===== src/verilog/ecp_params.svh =====
// constants for the extended parallel port control block
// assumes a 100 MHz system clock and word-aligned apb registers
`ifndef ECP_PARAMS_SVH
`define ECP_PARAMS_SVH
// register indexes, byte address is four times the index
`define ECP_IDX_DATA 11'h000
`define ECP_IDX_DSR 11'h001
`define ECP_IDX_DCR 11'h002
`define ECP_IDX_OPT 11'h003
`define ECP_IDX_QUEUE 11'h400
`define ECP_IDX_CFGB 11'h401
`define ECP_IDX_ECR 11'h402
// mode codes
`define ECP_M_STD 3'h0
`define ECP_M_PS2 3'h1
`define ECP_M_FIFO 3'h2
`define ECP_M_ECP 3'h3
`define ECP_M_EPP 3'h4
`define ECP_M_RSV 3'h5
`define ECP_M_TEST 3'h6
`define ECP_M_CFG 3'h7
// reset and fixed values
`define ECP_CFGA_VAL 8'h10
`define ECP_ECR_LO_RST 3'h5
`define ECP_OPT_RST 7'h00
`define ECP_DCR_RST 6'h00
`define ECP_DATA_RST 8'h00
// compatibility handshake setup and strobe width
`define ECP_HS_NS 500
`define ECP_CLK_MHZ 100
`define ECP_HS_CYC ((`ECP_HS_NS * `ECP_CLK_MHZ + 999) / 1000)
`endif


===== src/verilog/ecp_pkg.sv =====
// types for the extended parallel port control block
// assumes ecp_params.svh supplies the numeric constants
package ecp_pkg;
    typedef struct packed {
        logic busy;
        logic ack_n;
        logic perror;
        logic select;
        logic fault_n;
    } ecp_stat_s;
    typedef struct packed {
        logic strobe_line;
        logic auto_feed_line;
        logic initialize_line;
        logic select_in_line;
    } ecp_ctl_s;
    typedef enum logic [2:0] {
        HS_IDLE,
        HS_SETUP,
        HS_STROBE,
        HS_REL,
        HS_RACK
    } ecp_hs_e;
endpackage : ecp_pkg


===== src/verilog/ecp_port_ctrl.sv =====
// mode, queue and handshake control for an extended parallel port
// assumes an apb master on I_CLK and a 1284 peripheral on the pins
//
// Contract
// - full flag is 1 when queue has no free byte, else 0
// - empty flag is 1 only when queue holds no data
// - mode 000 resets queue, open-collector controls, data never tri-stated
// - mode 001 direction tri-states data; data read returns pin levels
// - mode 010 sends queued bytes with compatibility handshake
// - mode 011 forward merges data and address bytes, sends by ecp
// - mode 011 reverse handshakes peripheral bytes into the queue
// - mode 100 selects epp only when the epp option is enabled
// - mode 110 host writes and reads queue, nothing sent
// - mode 111 maps capability words a and b onto queue addresses
// - capability b bits 5:3 encode the selected irq
// - capability b bits 2:0 encode the selected dma channel
// - handshaking runs only in modes 010 and 011
// - from 000/001 any mode; otherwise only 000 or 001
// - direction bit changes only in mode 001
// - leaving forward transfer deasserts controls with the switch
// - leaving ecp reverse discards collected bytes
// - leaving reverse drops the auto feed request at once
// - address bytes via address queue, forward only; data via data queue
// - ecr bits 7:5 are read/write mode select
//
// Decided for this implementation: register access over APB.
`timescale 1ns/10ps
`include "ecp_params.svh"

module ecp_port_ctrl #(
    parameter int DEPTH = 16
)
(
    // clock and reset
    input wire logic I_CLK,
    input wire logic I_RESETN,
    // apb slave
    input wire logic I_PSEL,
    input wire logic I_PENABLE,
    input wire logic I_PWRITE,
    input wire logic [12:0] I_PADDR,
    input wire logic [31:0] I_PWDATA,
    output logic [31:0] O_PRDATA,
    output logic O_PREADY,
    output logic O_PSLVERR,
    // parallel data lines
    input wire logic [7:0] I_PD,
    output logic [7:0] O_PD,
    output logic O_PD_OE,
    // peripheral status lines
    input wire ecp_pkg::ecp_stat_s I_STAT,
    // control lines, enable high while driving
    output ecp_pkg::ecp_ctl_s O_CTL,
    output ecp_pkg::ecp_ctl_s O_CTL_OE,
    // epp engine select
    output logic O_EPP_ACTIVE
);
    localparam int AW = $clog2(DEPTH);
    localparam logic [AW:0] FULL_CNT = (AW + 1)'(DEPTH);
    localparam logic [9:0] HS_CYC = 10'(`ECP_HS_CYC);

    function automatic logic [2:0] irq_code(input logic [3:0] irq);
        unique case (irq)
            4'hf: irq_code = 3'h6;
            4'he: irq_code = 3'h5;
            4'hb: irq_code = 3'h4;
            4'ha: irq_code = 3'h3;
            4'h9: irq_code = 3'h2;
            4'h7: irq_code = 3'h1;
            4'h5: irq_code = 3'h7;
            default: irq_code = 3'h0;
        endcase
    endfunction : irq_code

    function automatic logic is_mode(input logic [2:0] m, input logic [2:0] code);
        is_mode = (m == code);
    endfunction : is_mode

    // pin synchronisers, first stage read only by the second
    // the engine therefore sees busy and ack two cycles after the pins move
    logic [12:0] sync1;
    logic [12:0] sync2;
    always_ff @(posedge I_CLK)
    begin
        sync1 <= {I_PD, I_STAT};
        sync2 <= sync1;
    end
    wire [7:0] pin_pd = sync2[12:5];
    ecp_pkg::ecp_stat_s st;
    assign st = ecp_pkg::ecp_stat_s'(sync2[4:0]);

    // software registers
    logic [7:0] data_latch;
    logic [5:0] dcr;
    logic [2:0] mode;
    logic [2:0] ecr_lo;
    logic [6:0] opt;
    logic [7:0] last_rd;

    // apb decode
    wire [10:0] idx = I_PADDR[12:2];
    wire setup_acc = I_PSEL & I_PENABLE & ~O_PREADY;
    wire done = I_PSEL & I_PENABLE & O_PREADY;
    wire hit_data = idx == `ECP_IDX_DATA;
    wire hit_dsr = idx == `ECP_IDX_DSR;
    wire hit_dcr = idx == `ECP_IDX_DCR;
    wire hit_opt = idx == `ECP_IDX_OPT;
    wire hit_queue = idx == `ECP_IDX_QUEUE;
    wire hit_cfgb = idx == `ECP_IDX_CFGB;
    wire hit_ecr = idx == `ECP_IDX_ECR;
    wire mapped = hit_data | hit_dsr | hit_dcr | hit_opt | hit_queue | hit_cfgb | hit_ecr;
    wire wr = done & I_PWRITE;
    wire rd_acc = setup_acc & ~I_PWRITE;

    // mode decode
    wire m_std = is_mode(mode, `ECP_M_STD);
    wire m_ps2 = is_mode(mode, `ECP_M_PS2);
    wire m_fifo = is_mode(mode, `ECP_M_FIFO);
    wire m_ecp = is_mode(mode, `ECP_M_ECP);
    wire m_epp = is_mode(mode, `ECP_M_EPP);
    wire m_rsv = is_mode(mode, `ECP_M_RSV);
    wire m_test = is_mode(mode, `ECP_M_TEST);
    wire m_cfg = is_mode(mode, `ECP_M_CFG);
    wire fwd = ~dcr[5];
    wire xfer_fwd = m_fifo | (m_ecp & fwd);
    wire xfer_rev = m_ecp & ~fwd;
    wire [2:0] new_mode = I_PWDATA[7:5];
    wire new_low = is_mode(new_mode, `ECP_M_STD) | is_mode(new_mode, `ECP_M_PS2);
    // a refused mode write still stores ecr bits 4:2; only the mode field is kept
    wire mode_ok = m_std | m_ps2 | new_low;
    wire mode_wr = wr & hit_ecr & mode_ok & (new_mode != mode);
    wire drop_low = mode_wr & new_low;

    // queue storage
    logic [8:0] mem [DEPTH];
    logic [AW-1:0] wp;
    logic [AW-1:0] rp;
    logic [AW:0] cnt;
    wire full = cnt == FULL_CNT;
    wire empty = cnt == '0;
    wire [8:0] head = mem[rp];

    // handshake engine
    ecp_pkg::ecp_hs_e hs;
    ecp_pkg::ecp_hs_e next_hs;
    // one timer serves setup, strobe and release; it reloads on every state change
    logic [9:0] tmr;
    logic [8:0] out_byte;
    wire tmr_done = tmr == '0;
    wire eng_run = xfer_fwd | xfer_rev;
    wire eng_pop = xfer_fwd & (hs == ecp_pkg::HS_IDLE) & ~empty & ~st.busy;
    wire eng_push = xfer_rev & (hs == ecp_pkg::HS_IDLE) & ~st.ack_n & ~full;
    wire strobe_end = m_fifo ? tmr_done : st.busy;
    wire rel_end = m_fifo ? tmr_done : ~st.busy;

    always_comb
    begin
        next_hs = hs;
        unique case (hs)
            ecp_pkg::HS_IDLE:
            begin
                if (eng_pop)
                    next_hs = ecp_pkg::HS_SETUP;
                else if (eng_push)
                    next_hs = ecp_pkg::HS_RACK;
            end
            ecp_pkg::HS_SETUP: if (tmr_done) next_hs = ecp_pkg::HS_STROBE;
            ecp_pkg::HS_STROBE: if (strobe_end) next_hs = ecp_pkg::HS_REL;
            ecp_pkg::HS_REL: if (rel_end) next_hs = ecp_pkg::HS_IDLE;
            ecp_pkg::HS_RACK: if (st.ack_n) next_hs = ecp_pkg::HS_IDLE;
            default: next_hs = ecp_pkg::HS_IDLE;
        endcase
        if (!eng_run || mode_wr || !I_RESETN)
            next_hs = ecp_pkg::HS_IDLE;
    end

    // engine state and byte start clean so no control line shows an unknown after reset
    always_ff @(posedge I_CLK)
    begin
        if (!I_RESETN)
        begin
            hs <= ecp_pkg::HS_IDLE;
            tmr <= HS_CYC;
            out_byte <= 9'h000;
        end
        else
        begin
            hs <= next_hs;
            tmr <= (next_hs != hs) ? HS_CYC : (tmr_done ? tmr : tmr - 10'h001);
            if (eng_pop)
                out_byte <= head;
        end
    end

    // host queue access
    wire host_push = wr & hit_queue & ((m_fifo) | (m_ecp & fwd) | m_test);
    wire addr_push = wr & hit_data & m_ecp & fwd;
    wire host_pop = rd_acc & hit_queue & (m_test | xfer_rev) & ~empty;
    // a write into a full queue is dropped; software sees only the full flag
    wire push_en = (host_push | addr_push | eng_push) & ~full;
    wire pop_en = host_pop | eng_pop;
    wire [8:0] push_val = eng_push ? {1'b0, pin_pd} : {addr_push, I_PWDATA[7:0]};
    wire q_clear = m_std | drop_low;

    always_ff @(posedge I_CLK)
    begin
        if (push_en)
            mem[wp] <= push_val;
    end

    always_ff @(posedge I_CLK)
    begin
        if (!I_RESETN || q_clear)
        begin
            wp <= '0;
            rp <= '0;
            cnt <= '0;
        end
        else
        begin
            wp <= push_en ? wp + 1'b1 : wp;
            rp <= pop_en ? rp + 1'b1 : rp;
            cnt <= cnt + (AW + 1)'(push_en) - (AW + 1)'(pop_en);
        end
    end

    // register writes
    always_ff @(posedge I_CLK)
    begin
        if (!I_RESETN)
        begin
            data_latch <= `ECP_DATA_RST;
            dcr <= `ECP_DCR_RST;
            mode <= `ECP_M_STD;
            ecr_lo <= `ECP_ECR_LO_RST;
            opt <= `ECP_OPT_RST;
        end
        else if (wr)
        begin
            if (hit_data && !m_ecp)
                data_latch <= I_PWDATA[7:0];
            if (hit_dcr)
                dcr <= {m_ps2 ? I_PWDATA[5] : dcr[5], I_PWDATA[4:0]};
            if (hit_ecr && mode_ok)
                mode <= new_mode;
            if (hit_ecr)
                ecr_lo <= I_PWDATA[4:2];
            if (hit_opt)
                opt <= I_PWDATA[6:0];
        end
    end

    // test mode re-reads the last byte when the queue runs dry
    always_ff @(posedge I_CLK)
    begin
        if (!I_RESETN)
            last_rd <= 8'h00;
        else if (host_pop)
            last_rd <= head[7:0];
    end

    // read data
    wire [7:0] data_rd = m_ps2 ? pin_pd : data_latch;
    wire [7:0] dsr_rd = {~st.busy, st.ack_n, st.perror, st.select, st.fault_n, 3'h0};
    wire [7:0] cfgb_rd = {2'h0, irq_code(opt[6:3]), opt[2] ? 3'h0 : {1'b0, opt[1:0]}};
    wire [7:0] q_rd = empty ? last_rd : head[7:0];
    wire [7:0] queue_rd = m_cfg ? `ECP_CFGA_VAL : ((m_test | xfer_rev) ? q_rd : 8'h00);
    wire [7:0] ecr_rd = {mode, ecr_lo, full, empty};
    wire [7:0] rd_val = hit_data ? data_rd :
                        hit_dsr ? dsr_rd :
                        hit_dcr ? {2'h0, dcr} :
                        hit_opt ? {1'b0, opt} :
                        hit_queue ? queue_rd :
                        hit_cfgb ? (m_cfg ? cfgb_rd : 8'h00) :
                        hit_ecr ? ecr_rd : 8'h00;

    // one wait state: pready rises in the second access cycle
    always_ff @(posedge I_CLK)
    begin
        if (!I_RESETN)
        begin
            O_PREADY <= 1'b0;
            O_PSLVERR <= 1'b0;
            O_PRDATA <= 32'h0000_0000;
        end
        else
        begin
            O_PREADY <= setup_acc;
            O_PSLVERR <= setup_acc & ~mapped;
            O_PRDATA <= rd_acc ? {24'h00_0000, rd_val} : 32'h0000_0000;
        end
    end

    // line levels, dcr drives them outside the transfer modes and mode 101, which forces all four high
    ecp_pkg::ecp_ctl_s lvl;
    ecp_pkg::ecp_ctl_s next_ctl;
    ecp_pkg::ecp_ctl_s next_ctl_oe;
    wire eng_strobe_n = ~(xfer_fwd & (hs == ecp_pkg::HS_STROBE));
    wire eng_af_n = xfer_rev ? (hs == ecp_pkg::HS_RACK) : (m_fifo | ~out_byte[8]);
    always_comb
    begin
        lvl.strobe_line = eng_run ? eng_strobe_n : ~dcr[0];
        lvl.auto_feed_line = eng_run ? eng_af_n : ~dcr[1];
        lvl.initialize_line = dcr[2];
        lvl.select_in_line = ~dcr[3];
        next_ctl = lvl;
        next_ctl_oe = 4'hf;
        if (m_rsv)
            next_ctl = 4'hf;
        else if (m_std)
        begin
            next_ctl = 4'h0;
            next_ctl_oe = ~lvl;
        end
    end

    // data lines: driven in 000 and 010 whatever the direction bit
    wire next_pd_oe = (m_std | m_fifo) ? 1'b1 : (m_rsv ? 1'b0 : fwd);
    wire [7:0] next_pd = xfer_fwd ? out_byte[7:0] : (m_test ? head[7:0] : data_latch);

    always_ff @(posedge I_CLK)
    begin
        if (!I_RESETN)
        begin
            O_CTL <= 4'hf;
            O_CTL_OE <= 4'h0;
            O_PD <= 8'h00;
            O_PD_OE <= 1'b0;
            O_EPP_ACTIVE <= 1'b0;
        end
        else
        begin
            O_CTL <= next_ctl;
            O_CTL_OE <= next_ctl_oe;
            O_PD <= next_pd;
            O_PD_OE <= next_pd_oe;
            O_EPP_ACTIVE <= m_epp & opt[0];
        end
    end
endmodule : ecp_port_ctrl

===== config.mk =====
export PLATFORM = sky130hd
export DESIGN_NAME = ecp_port_ctrl
export DESIGN_NICKNAME = d
export VERILOG_FILES = /design/src/verilog/ecp_pkg.sv /design/src/verilog/ecp_port_ctrl.sv
export VERILOG_INCLUDE_DIRS = /design/src /design/src/verilog
export SDC_FILE = /design/constraint.sdc
export NUM_CORES = 1
export LEC_CHECK = 0
export BUFFER_PORTS_ARGS = -buffer_cell sky130_fd_sc_hd__buf_2
export CAP_MARGIN = 20
export CORE_ASPECT_RATIO = 1.1
export CORE_MARGIN = 3
export CORE_UTILIZATION = 53
export CTS_CLUSTER_SIZE = 10
export DETAILED_ROUTE_END_ITERATION = 12
export PLACE_DENSITY = 0.76
export SLEW_MARGIN = 20
export SYNTH_ARGS = -nofsm -noshare
export SYNTH_HDL_FRONTEND = slang
export SYNTH_SLANG_ARGS = --single-unit

===== constraint.sdc =====
create_clock -name I_CLK -period 10.1 [get_ports I_CLK]
set_clock_uncertainty 0.15 [all_clocks]
set_input_delay 1.515 -clock I_CLK [delete_from_list [all_inputs] [get_ports I_CLK]]
set_output_delay 1.515 -clock I_CLK [all_outputs]
set_load 0.05 [all_outputs]

After elaboration in Yosys (flattened, before gate mapping) --
Memories as Yosys holds them, arrays and structs flattened. A register that Yosys moved wholly into a read port is not among the register bits. Cells that the tools add are included.
Storage, ports and cells: output and inout port bits 52, bits in writable memories 144, flip-flop bits (word level) 148, bits of input ports 63, memories 1
Cells by class: muxes and demuxes 39, equality and inequality tests 28, reduce and logical (&&, ||, !) cells 23, bitwise operators 63, $add $sub $neg 5
Memories:
- mem | depth 16, width 9, rd ports 1, clocked after Yosys merged registers in 1, write ports 1, line ecp_port_ctrl.sv:135 | logic [8:0] mem [DEPTH];
Operators by type and width (count):
- $mux 8 | 13
- $eq 11x11->1 const B | 3
- $and 1x1->1 | 29
- $eq 11x2->1 const B | 2
- $mux 3 | 7
- $pmux 3 s7 | 1
- $eq 4x4->1 const B | 5
- $mux 4 | 5
- $or 1x1->1 | 19
- $eq 3x3->1 const B | 5
- $pmux 3 s5 | 1
- $not 1->1 | 14
- $eq 3x2->1 const B | 4
- $reduce_and 2->1 | 6
- $eq 11x1->1 const B | 1
- $logic_not 11->1 | 1
- $logic_not 10->1 | 1
- $sub 10x1->10 const B | 1
- $eq 3x1->1 const B | 3
- $logic_not 3->1 | 3
- $mux 1 | 9
- $mux 9 | 1
- $add 4x1->4 const B | 2
- $eq 4x3->1 const B | 2
- 13 further kinds | 20

Depth between registers and ports, before layout --
Gate-level depths: netlist (run 1).
depth in word-level cells 11, depth in mapped cells 20

Worst setup path before layout (run 1) --
Ideal clock, no wire load.
path kind input-to-reg, start input port I_PADDR[3], end register cnt[4], path slack 5.503 ns, stages on the path 16, setup time 0.118 ns, data arrival time 4.328 ns, path buffers 1, path through or4_1 -> o41ai_2 -> and2_1 -> clkbuf_1 -> inv_1 -> ha_1 -> inv_1 -> ha_1 -> inv_1 -> fa_1 -> inv_1 -> a21oi_1 -> nor2_1 -> nor2_1 -> xnor2_1 -> nor2_1
On the way: longest elaborated chain between the ends 9
RTL lines:
- start: declaration | line ecp_port_ctrl.sv:41 | input wire logic [12:0] I_PADDR,
- $logic_not 11->1 (no source line)
- $and 1x1->1 (3 in series) | line ecp_port_ctrl.sv:197 | wire addr_push = wr & hit_data & m_ecp & fwd;
- $or 1x1->1 (2 in series) | line ecp_port_ctrl.sv:200 | wire push_en = (host_push | addr_push | eng_push) & ~full;
- $and 1x1->1 | line ecp_port_ctrl.sv:200
- $add 5x1->5 | line ecp_port_ctrl.sv:223 | cnt <= cnt + (AW + 1)'(push_en) - (AW + 1)'(pop_en);
- $sub 5x1->5 | line ecp_port_ctrl.sv:223
- end signal: assignment | line ecp_port_ctrl.sv:223
- end: declaration | line ecp_port_ctrl.sv:138 | logic [AW:0] cnt;
Several ways; a longest one is shown, not always the timed one. A chain may end at the register's enable or synchronous reset.

Final worst setup path (run 1) --
start input port I_PADDR[2], end register cnt[4]
The elaborated chain is that of the path after synthesis.

==> parameters.txt, run 1 <==
Parameter                              Value

Floorplanning
  Core box area ... 20900 µm²
  Floorplan die area ... 23500 µm²
  Die width ... 146 µm
  Top Ports ... 115
  Initial cell density of the core ... 55.0%
  Die span in y ... 161 µm
  Row Count ... 55

Setup path
  Critical path peak fanout ... 22
  Dominant delay contributor by cell family on the critical path ... simple AND/OR/NAND/NOR gates
  Most frequent CP cell ... inv_1
  Startpoint of the worst-slack reg-to-reg timing path ... mode[0]
  Critical path endpoint category ... flop
  Worst Path Arrival ... 4980 ps
  Number of buffer and inverter instances along the worst setup path ... 5
  Worst-case register-to-register setup slack ... 5830 ps
  Cell with the largest stage delay on the worst path ... o41ai_2
  Required time worst endpoint ... 10360 ps
  Sort of element at the start of the critical path ... primary input
  Worst flop-to-flop path endpoint ... cnt[4]
  Critical Path Start ... I_PADDR[2]
  Delay of the slowest cell on the worst path ... 680 ps
  Crit-path cells ... buf_2 -> or4_1 -> o41ai_2 -> and2_1 -> inv_1 -> ha_1 -> inv_1 -> ha_1 -> inv_1 -> fa_1 -> inv_1 -> a21oi_1 -> nor2_1 -> nor2_1 -> xnor2_1 -> nor2_1
  Class of the most critical setup path ... in -> reg
  Number of cells on the worst reg-to-reg path ... 16

Drt
  Number of vias per cell after detailed routing ... 5.71
  Total wire length ... 24.5 mm
  Met2 wire len ... 11.8 mm
  Count of TritonRoute iterations in the first routing pass ... 5
  Drc violations ... 0
  DR iter-0 viols ... 516
  Vias ... 7180
  Highest routing layer actually used ... met4
  Met3 routed wirelength ... 1.74 mm
  DRT antenna net count ... 0
  Wire length the detailed router placed on met1 ... 10.1 mm
  Wire length per cell ... 19.5 µm

Place
  Setup slack at placement ... 4860 ps
  Detailed-placement wirelength estimate ... 16.3 mm
  Number of port buffers ... 64
  Final GP Congestion ... 0.947
  Placed Instance Area ... 12000 µm²

STA
  Aggregate negative setup slack ... 0 ps
  Maximum clock frequency ... 212 MHz
  Final Hold Vio Count ... 0
  Pins Over Slew Limit ... 0
  Worst Slack Setup Final ... 5380 ps
  Unrepaired setup endpoints after global routing ... false
  Transition time of the tightest slew-check pin ... 1050 ps
  Max transition margin ... 28.9%
  Final critical path time including I/O delays and setup ... 4720 ps
  Post-route clock period utilization ... 46.7%
  Finish-stage setup viols ... 0

Clock tree
  # H-tree levels ... 1
  Root buffer cell ... clkbuf_16
  Number of gates given a new drive strength after cts ... 0
  Maximum root-to-sink buffer count ... 3
  TritonCTS clock tree ... built
  Total clock buffers created by CTS ... 31
  Number of clock sinks seen by CTS ... 272
  Number of buffers inserted to repair setup after CTS ... 0
  Number of hold buffers added after cts ... 0
  Clock network latency to the later pin of the worst-skew pair ... 550 ps
  Clock edge transition at the registers on the reported setup and hold paths ... 60 ps

Global route
  Congestion Overflow GR ... 0
  Number of global-route vias before repair ... 6986
  Total global-route track usage ... 20.5%
  Wire length of the first global-routing pass ... 38.6 mm
  Number of antenna violations at the first check in global routing ... 0
  Pin count of the biggest net entering global routing ... 67

Min path
  Source of the worst hold timing path ... sync1[9]
  Hold Path Depth ... 0
  Worst Hold End ... sync2[9]
  Hold WC Path Type ... reg -> reg

Synthesis
  Yosys Warn Count ... 0
  Average size of a mapped cell ... 12.9 µm²
  Share of async-settable or async-resettable flops after synthesis ... 0%
  Number of unique standard cell types used by synthesis ... 72
  Number of cells produced by synthesis ... 894
  Most used flip-flop cell after synthesis ... edfxtp_1
  Compound-gate portion of the synthesized area ... 7.18%
  Flip-flop and latch count after synthesis ... 272
  Synth Area in XOR/XNOR ... 0.913%
  Post-synthesis sequential area ratio ... 59.8%
  Simple-gate area share of the yosys netlist ... 12.3%
  Dominant combinational cell family by area after synthesis ... multiplexers
  Post-synthesis mux area share ... 14.3%
  Mapped Area ... 11500 µm²
  Post-synth EDFFs ... 144
  Fraction of the mapped netlist area in adder cells ... 1.48%

Final layout
  Layout Nets ... 1029
  Ratio of cells with drive above 1 in the final layout ... 18.1%
  Commonest non-fill, non-tap cell in the layout ... edfxtp_1
  Most frequent cells in the layout ... edfxtp_1 (144), dfxtp_1 (127), nand2_1 (69)
  Fin area ... 12900 µm²
  Utilization of the core after routing ... 61.5%
  Number of diodes ... 0
  Syn-to-layout area delta ... 11.8%

Power and ir drop
  Power per unit of standard cell area ... 174 nW/µm²
  Overall Power ... 0.00224 W
  LEAKAGE ... 4.39 nW
  Worst VDD drop ... 0.000144 V

Outcome
  Outcome ... completed

Flow run
  Count of maximum capacitance violations ... 0
==> cell usage after synthesis (all sizes together) (3+ instances only) <==
master,number,share of area [%]
inv,24,0.78
o21ai,41,1.8
dfxtp,128,22
o211ai,4,0.30
xor2,8,0.61
mux2i,54,4.7
or2,5,0.27
xnor2,4,0.30
nand2,69,2.3
nor4b,3,0.23
nor2,58,2.0
clkbuf,31,1.0
buf,39,2.2
and3,4,0.22
or3,5,0.27
nor3,17,0.78
and2,3,0.16
mux2,10,0.98
a22oi,3,0.20
a21oi,24,1.0
nor2b,48,2.6
a32oi,4,0.30
mux4,44,8.6
a221oi,3,0.23
nor3b,3,0.20
a31oi,15,0.82
o31ai,5,0.33
ha,12,1.3
nand2b,9,0.49
and4,3,0.25
edfxtp,144,38
o22ai,5,0.27
o21a,5,0.33
or4,3,0.23
nand3,14,0.61
nand4,4,0.22
nor4,8,0.70
==> through the flow <==
| stage | cells | hold slack [ps] |
|---|---|---|
| after global placement | 1205 | 160 |
| after CTS | 1258 | 171 |
| after floorplan | 917 | 160 |
| final | 1258 | 171 |
| after global routing | 1258 | 178 |
| after detailed placement | 1205 | 162 |
==> flip-flops by register name, indices dropped and copies added, names as in the netlist, 3 cells and up, named ones only <==
signal and cells:
sync1 13, last_rd 8, O_CTL_OE 4, O_PRDATA 8, tmr 10, sync2 13
mode 3, opt 7, O_PD 8, data_latch 8, hs 3, cnt 5
out_byte 9, mem 144, wp 4, dcr 6, O_CTL 4, rp 4
ecr_lo 3
==> kinds of logic after synthesis <==
logic type               Yosys count
adder cells (fa/ha/maj)           13
AND/OR/NAND/NOR                  265
AO/OA/AOI/OAI                    129
XOR/XNOR                          12
buffers and inverters             94
flip-flops                       272
other                              1
multiplexers                     108
==> routing by layer <==
layer	global-route usage, %	vias up
li1	-	3383
met1	27.1	3445
met4	8.25	0
met2	34.0	296
met5	0	-
met3	3.56	56
==> how the worst max path moves through the flow <==
stage	endpoint	slack [ps]	depth (start not counted)
6_report	cnt[4]	5380	16
5_1_grt	cnt[4]	5200	16
4_1_cts	cnt[4]	5430	16
3_5_place_dp	cnt[4]	4860	16
3_3_place_gp	cnt[4]	4880	16
2_1_floorplan	cnt[4]	5500	16
==> report_power, final <==
group | leakage [nW] | internal, W | total (W) | switching, W
Sequential | 2.38 | 0.00117 | 0.00118 | 0.00000602
Combinational | 1.58 | 0.0000186 | 0.0000753 | 0.0000567
Clock | 0.423 | 0.000576 | 0.000985 | 0.000409
Total | 4.39 | 0.00177 | 0.00224 | 0.000472
==> worst register-to-register path: cells and delay by family, from the launching register on <==
kind                       cells  cell delay, ps
and+or+nand+nor                6            1530
xor gates and xnor gates       1             150
DFF                            1             790
adders and majority gates      3             870
AOI/OAI and AO/OA              2             390
buffers and inverters          4             260
==> layout make-up <==
type,instances,area [µm²]
clock buffer,52,865
clock inverter,1,20.0
fill,1643,8050
inverter,24,90.1
multi-input combinational,551,4260
sequential,272,6890
tap,285,357
timing repair buffer,73,388
Note: power is estimated with default switching activity, not from simulation.
==> run 2, diff against run 1 <==
==> constraint.sdc (replaced) <==
create_clock -name I_CLK -period 4.65 [get_ports I_CLK]
set_clock_uncertainty 0.15 [all_clocks]
set_input_delay 0.6975 -clock I_CLK [delete_from_list [all_inputs] [get_ports I_CLK]]
set_output_delay 0.6975 -clock I_CLK [all_outputs]
set_load 0.05 [all_outputs]
==> run 2 against run 1 <==
Net effect:
- utilization up 1.4 points
- flip-flop and latch count unchanged
- count of clock-buffer cells in the layout down 4
- sequential power up 120%
- first-iteration DRC count up 7.2%
- design area up 2.3%
- register-to-register slack worse by 5000 ps
- largest cell class unchanged
==> parameters.txt, run 2 (same netlist as run 1, synthesis figures left out) <==
Parameter                              Value

Clock tree
  Number of hold buffers added after cts ... 0 (unchanged)
  Number of clock sinks seen by CTS ... 272 (unchanged)
  Maximum root-to-sink buffer count ... 3 (unchanged)
  Clock network latency to the later pin of the worst-skew pair ... 520 ps (was 550 ps)
  Number of buffers inserted to repair setup after CTS ... 0 (unchanged)
  TritonCTS clock tree ... built (unchanged)
  Root buffer cell ... clkbuf_16 (unchanged)
  Clock edge transition at the registers on the reported setup and hold paths ... 60 ps (about the same)
  Total clock buffers created by CTS ... 34 (was 31)
  # H-tree levels ... 2 (was 1)
  Number of gates given a new drive strength after cts ... 0 (unchanged)

Drt
  Number of vias per cell after detailed routing ... 5.69 (was 5.71)
  Drc violations ... 0 (unchanged)
  Count of TritonRoute iterations in the first routing pass ... 5 (unchanged)
  DR iter-0 viols ... 553 (was 516)
  Total wire length ... 24.9 mm (was 24.5 mm)
  DRT antenna net count ... 0 (unchanged)
  Vias ... 7287 (was 7180)
  Wire length per cell ... 19.4 µm (was 19.5 µm)

Setup path
  Critical path endpoint category ... flop (unchanged)
  Critical path peak fanout ... 21 (was 22)
  Sort of element at the start of the critical path ... flop (was primary input)
  Number of cells on the worst reg-to-reg path ... 15 (was 16)
  Required time worst endpoint ... 4880 ps (was 10360 ps)
  Worst flop-to-flop path endpoint ... cnt[4] (unchanged)
  Class of the most critical setup path ... reg -> reg (was in -> reg)
  Worst Path Arrival ... 4000 ps (was 4980 ps)
  Worst-case register-to-register setup slack ... 880 ps (was 5830 ps)
  Startpoint of the worst-slack reg-to-reg timing path ... mode[0] (unchanged)

STA
  Maximum clock frequency ... 265 MHz
  Pins Over Slew Limit ... 0 (unchanged)
  Finish-stage setup viols ... 0 (unchanged)
  Transition time of the tightest slew-check pin ... 871 ps (was 1050 ps)
  Unrepaired setup endpoints after global routing ... false (unchanged)
  Final worst hold slack ... 128 ps (was 171 ps)
  Max transition margin ... 41.7% (was 28.9%)
  Post-route clock period utilization ... 81.1%
  Final Hold Vio Count ... 0 (unchanged)
  Aggregate negative setup slack ... 0 ps (unchanged)
  Final critical path time including I/O delays and setup ... 3770 ps

Min path
  Hold Path Depth ... 1 (was 0)
  Hold WC Path Type ... in -> reg (was reg -> reg)
  Worst Hold End ... sync1[6] (was sync2[9])
  Source of the worst hold timing path ... I_PD[1] (was sync1[9])

Power and ir drop
  Overall Power ... 0.00513 W (was 0.00224 W)
  Power per unit of standard cell area ... 390 nW/µm² (was 174 nW/µm²)
  Worst VDD drop ... 0.000285 V (was 0.000144 V)
  LEAKAGE ... 4.57 nW (was 4.39 nW)

Final layout
  Utilization of the core after routing ... 62.9% (was 61.5%)
  Ratio of cells with drive above 1 in the final layout ... 20.6% (was 18.1%)
  Most frequent cells in the layout ... edfxtp_1 (144), dfxtp_1 (127), nand2_1 (69) (unchanged)
  Flip-flop count of the largest register, all copies and words added ... 144 (unchanged)
  Top flop regs ... mem: 144 flops, sync1: 13 flops, sync2: 13 flops (unchanged)
  Commonest non-fill, non-tap cell in the layout ... edfxtp_1 (unchanged)
  Largest register by flop count ... mem (unchanged)
  Syn-to-layout area delta ... 14.4% (was 11.8%)
  Number of diodes ... 0 (unchanged)
  Layout Nets ... 1053 (was 1029)

Place
  Number of port buffers ... 64 (unchanged)
  Final GP Congestion ... 0.952 (was 0.947)
  Detailed-placement wirelength estimate ... 17.0 mm (was 16.3 mm)

Flow run
  Count of maximum capacitance violations ... 0 (unchanged)

Floorplanning
  Initial cell density of the core ... 55.0% (unchanged)
  Die width ... 146 µm (unchanged)
  Core box area ... 20900 µm² (unchanged)
  Die span in y ... 161 µm (unchanged)
  Top Ports ... 115 (unchanged)
  Floorplan die area ... 23500 µm² (unchanged)
  Row Count ... 55 (unchanged)

Global route
  Total global-route track usage ... 21.2% (was 20.5%)
  Congestion Overflow GR ... 0 (unchanged)
  Pin count of the biggest net entering global routing ... 49 (was 67)
  Number of antenna violations at the first check in global routing ... 0 (unchanged)
  Wire length of the first global-routing pass ... 39.6 mm (was 38.6 mm)
  Number of global-route vias before repair ... 7145 (was 6986)

Outcome
  Outcome ... completed (unchanged)
-- run 2: worst max-delay path: stages, from the launching register on --
cell and delay, ps:
dfxtp_1 830, mux2i_1 180, o41ai_2 620, and2_1 340
inv_1 70, ha_1 290, inv_1 60, ha_1 150
inv_1 60, fa_1 420, inv_1 70, a21oi_1 60
nor2_1 100, nor2_1 60, xnor2_1 140, nor2_1 50
-- run 2: area by class of cell --
class,count,area (µm²)
clock buffers,48,923
clock inverters,6,98.8
fillers,1602,7760
inverters,24,90.1
multi-input cells,551,4260
flip-flops and latches,272,6890
well taps,285,357
repair buffers,94,546
-- run 2: metal layers --
layer,up-vias,global-route usage [%],share of wire (%),wire [µm]
met5,-,0,0,0
met4,0,8.60,4.2,1040
met3,67,4.06,6.3,1580
met2,286,35.4,49,12100
met1,3509,27.3,41,10100
li1,3425,-,-,-
-- run 2: power breakdown --
part / leakage, nW / internal, W / switching, W / total [W]
clock: 0.494 / 0.00145 / 0.000958 / 0.00241
combinational: 1.69 / 0.0000419 / 0.000123 / 0.000165
sequential: 2.38 / 0.00255 / 0.0000129 / 0.00256
total: 4.57 / 0.00403 / 0.00109 / 0.00513
-- run 2: how the worst max path moves through the flow --
| stage | from | end | cells after the start |
|---|---|---|---|
| detailed placement | I_PADDR[3] | cnt[4] | 16 |
| finish | mode[0] | cnt[4] | 15 |
| global route | mode[0] | cnt[4] | 15 |
| CTS | mode[0] | cnt[4] | 15 |
| global placement | I_PADDR[7] | cnt[4] | 18 |
| floorplan | I_PADDR[3] | cnt[4] | 16 |
-- run 2: through the flow --
step / std cells / cell area [µm²] / setup WS (ps)
6_report: 1280 / 13200 / 878
5_1_grt: 1280 / 13200 / 664
4_1_cts: 1280 / 13200 / 911
3_5_place_dp: 1226 / 12100 / 407
3_3_place_gp: 1226 / 12100 / 440
2_1_floorplan: 917 / 11600 / 871
==> run 3, diff against run 2 <==
==> constraint.sdc (replaced) <==
create_clock -name I_CLK -period 3.5 [get_ports I_CLK]
set_clock_uncertainty 0.15 [all_clocks]
set_input_delay 0.525 -clock I_CLK [delete_from_list [all_inputs] [get_ports I_CLK]]
set_output_delay 0.525 -clock I_CLK [all_outputs]
set_load 0.05 [all_outputs]
==> run 3 against run 2 <==
Net effect:
- die area stayed put
- first-iteration DRC count is 17% lower
- sequential power is 33% higher
- non-clock buffer count is 47 higher
- maximum frequency is 19% higher
- critical path depth is 2 higher
- critical path type unchanged
==> parameters.txt, run 3 (same netlist as run 1, synthesis figures left out) <==
Parameter                              Value

Outcome
  Outcome ... completed (unchanged)

Clock tree
  Clock network latency to the later pin of the worst-skew pair ... 550 ps (was 520 ps)
  Number of buffers inserted to repair setup after CTS ... 0 (unchanged)
  Number of gates given a new drive strength after cts ... 0 (unchanged)
  # H-tree levels ... 1 (was 2)
  TritonCTS clock tree ... built (unchanged)
  Clock edge transition at the registers on the reported setup and hold paths ... 50 ps (was 60 ps)
  Total clock buffers created by CTS ... 31 (was 34)
  Root buffer cell ... clkbuf_16 (unchanged)
  Maximum root-to-sink buffer count ... 3 (unchanged)
  Number of clock sinks seen by CTS ... 272 (unchanged)

Setup path
  Crit-path cells ... inv_1 -> ha_1 -> or4b_1 -> and4_4 -> nor2_1 -> inv_1 -> ha_1 -> inv_1 -> ha_1 -> inv_1 -> fa_1 -> inv_1 -> a21oi_1 -> nor2_1 -> nor2_1 -> xnor2_1 -> nor2_1 (was mux2i_1 -> o41ai_2 -> and2_1 -> inv_1 -> ha_1 -> inv_1 -> ha_1 -> inv_1 -> fa_1 -> inv_1 -> a21oi_1 -> nor2_1 -> nor2_1 -> xnor2_1 -> nor2_1)
  Dominant delay contributor by cell family on the critical path ... simple AND/OR/NAND/NOR gates (was adder cells)
  Critical path endpoint category ... flop (unchanged)
  Required time worst endpoint ... 3760 ps (was 4880 ps)
  Worst Path Arrival ... 3430 ps (was 4000 ps)
  Critical path peak fanout ... 3 (was 21)
  Number of logic stages on the critical path including buffering ... 17 (was 15)
  Worst Setup EP ... cnt[4] (unchanged)
  Number of cells on the worst reg-to-reg path ... 17 (was 15)
  Class of the most critical setup path ... reg -> reg (unchanged)
  Cell with the largest stage delay on the worst path ... or4b_1 (was dfxtp_1)
  Sort of element at the start of the critical path ... flop (unchanged)
  Startpoint of the worst-slack reg-to-reg timing path ... cnt[2] (was mode[0])
  Delay of the slowest cell on the worst path ... 500 ps (was 830 ps)
  Worst-case register-to-register setup slack ... 330 ps (was 880 ps)
  Most frequent CP cell ... inv_1 (unchanged)
  Worst flop-to-flop path endpoint ... cnt[4] (unchanged)
  Number of buffer and inverter instances along the worst setup path ... 5 (was 4)
  Critical Path Start ... cnt[2] (was mode[0])

Min path
  Hold WC Path Type ... in -> reg (unchanged)

Floorplanning
  Row Count ... 55 (unchanged)
  Initial cell density of the core ... 55.0% (unchanged)
  Core box area ... 20900 µm² (unchanged)
  Top Ports ... 115 (unchanged)
  Floorplan die area ... 23500 µm² (unchanged)
  Die width ... 146 µm (unchanged)
  Die span in y ... 161 µm (unchanged)

Drt
  Number of vias per cell after detailed routing ... 5.73 (was 5.69)
  Wire length per cell ... 19.3 µm (was 19.4 µm)
  Met3 routed wirelength ... 1.86 mm (was 1.58 mm)
  Wire length the detailed router placed on met1 ... 10.3 mm (was 10.1 mm)
  DR iter-0 viols ... 459 (was 553)
  Total wire length ... 25.5 mm (was 24.9 mm)
  Count of TritonRoute iterations in the first routing pass ... 5 (unchanged)
  DRT antenna net count ... 0 (unchanged)
  Vias ... 7594 (was 7287)
  Highest routing layer actually used ... met4 (unchanged)
  Met2 wire len ... 12.6 mm (was 12.1 mm)
  Drc violations ... 0 (unchanged)

STA
  Max transition margin ... 52.2% (was 41.7%)
  Unrepaired setup endpoints after global routing ... false (unchanged)
  Finish-stage setup viols ... 0 (unchanged)
  Final Hold Vio Count ... 0 (unchanged)
  Final critical path time including I/O delays and setup ... 3170 ps (was 3770 ps)
  Worst Slack Setup Final ... 333 ps (was 878 ps)
  Pins Over Slew Limit ... 0 (unchanged)
  Maximum clock frequency ... 316 MHz (was 265 MHz)
  Post-route clock period utilization ... 90.5% (was 81.1%)
  Transition time of the tightest slew-check pin ... 711 ps (was 871 ps)

Final layout
  Top flop regs ... mem: 144 flops, sync1: 13 flops, sync2: 13 flops (unchanged)
  Syn-to-layout area delta ... 16.8% (was 14.4%)
  Area of combinational cells with multiple inputs ... 4270 µm² (was 4260 µm²)
  Commonest non-fill, non-tap cell in the layout ... edfxtp_1 (unchanged)
  Number of diodes ... 0 (unchanged)
  Flip-flop count of the largest register, all copies and words added ... 144 (unchanged)
  Most frequent cells in the layout ... edfxtp_1 (144), dfxtp_1 (126), nand2_1 (69) (was edfxtp_1 (144), dfxtp_1 (127), nand2_1 (69))
  Largest register by flop count ... mem (unchanged)
  Layout Nets ... 1097 (was 1053)
  Number of fill cells ... 1535 (was 1602)
  FF+latch area ... 6890 µm² (about the same)
  Ratio of cells with drive above 1 in the final layout ... 22.6% (was 20.6%)

Power and ir drop
  LEAKAGE ... 4.74 nW (was 4.57 nW)
  Power per unit of standard cell area ... 483 nW/µm² (was 390 nW/µm²)
  Overall Power ... 0.00649 W (was 0.00513 W)
  Worst VDD drop ... 0.000418 V (was 0.000285 V)

Flow run
  Count of maximum capacitance violations ... 0 (unchanged)

Global route
  Wire length of the first global-routing pass ... 40.8 mm (was 39.6 mm)
  Number of antenna violations at the first check in global routing ... 0 (unchanged)
  Congestion Overflow GR ... 0 (unchanged)
  Total global-route track usage ... 21.5% (was 21.2%)
  Number of global-route vias before repair ... 7443 (was 7145)
  Pin count of the biggest net entering global routing ... 56 (was 49)

Place
  Setup slack at placement ... -34.5 ps (was 407 ps)
  Detailed-placement wirelength estimate ... 17.6 mm (was 17.0 mm)
  Final GP Congestion ... 0.898 (was 0.952)
  Number of port buffers ... 64 (unchanged)
## run 3: cell types whose count changed in the layout (fill, tap and decap cells not counted), moves of 3 or more
cell,before,now
clkbuf_1,12,17
dlygate4sd3_1,0,13
clkbuf_16,34,31
buf_4,30,63
## run 3: repair_timing
item,4_1_cts,5_1_grt
setup endpoints to repair,0,0
endpoints found under the hold margin,13,0
hold buffers,13,0
## run 3: area by class of cell
type	instances	share of cell area, %
tap	285	2.65
clock buffer	51	6.55
timing repair buffer	141	7.02
sequential	272	51.2
multi-input combinational	551	31.7
inverter	24	0.670
clock inverter	1	0.149
## run 3: where the power goes
group          total (W)  internal (W)  switching (W)
combinational   0.000235     0.0000671       0.000168
clock            0.00286       0.00170        0.00116
sequential       0.00340       0.00338      0.0000179
## run 3: through the flow
step / area (µm²) / TNS (ps) / utilization (%) / std cells / hold WS [ps]
2_1_floorplan: 11600 / 0 / - / 917 / 160
3_3_place_gp: 12400 / 0 / 59.3 / 1260 / 162
3_5_place_dp: 12400 / -34.5 / 59.3 / 1260 / 164
4_1_cts: 13400 / 0 / 64.3 / 1325 / 115
5_1_grt: 13400 / 0 / 64.3 / 1325 / 135
6_report: 13400 / 0 / 64.3 / 1325 / 131
## run 3: how the worst min path moves through the flow
stage	slack (ps)	startpoint	cells past startpoint	to
after floorplan	160	sync1[0]	0	sync2[0]
after detailed placement	160	sync1[11]	0	sync2[11]
final	130	I_RESETN	2	O_CTL[0]
after CTS	110	I_RESETN	2	O_CTL[0]
after global placement	160	sync1[8]	0	sync2[8]
after global routing	140	I_RESETN	2	O_CTL[0]
## run 3: per-layer routing
layer  global-route usage (%)  vias up
met5                        0        -
met4                     7.96        0
met3                     3.47       53
met2                     36.6      346
met1                     28.2     3681
li1                         -     3514
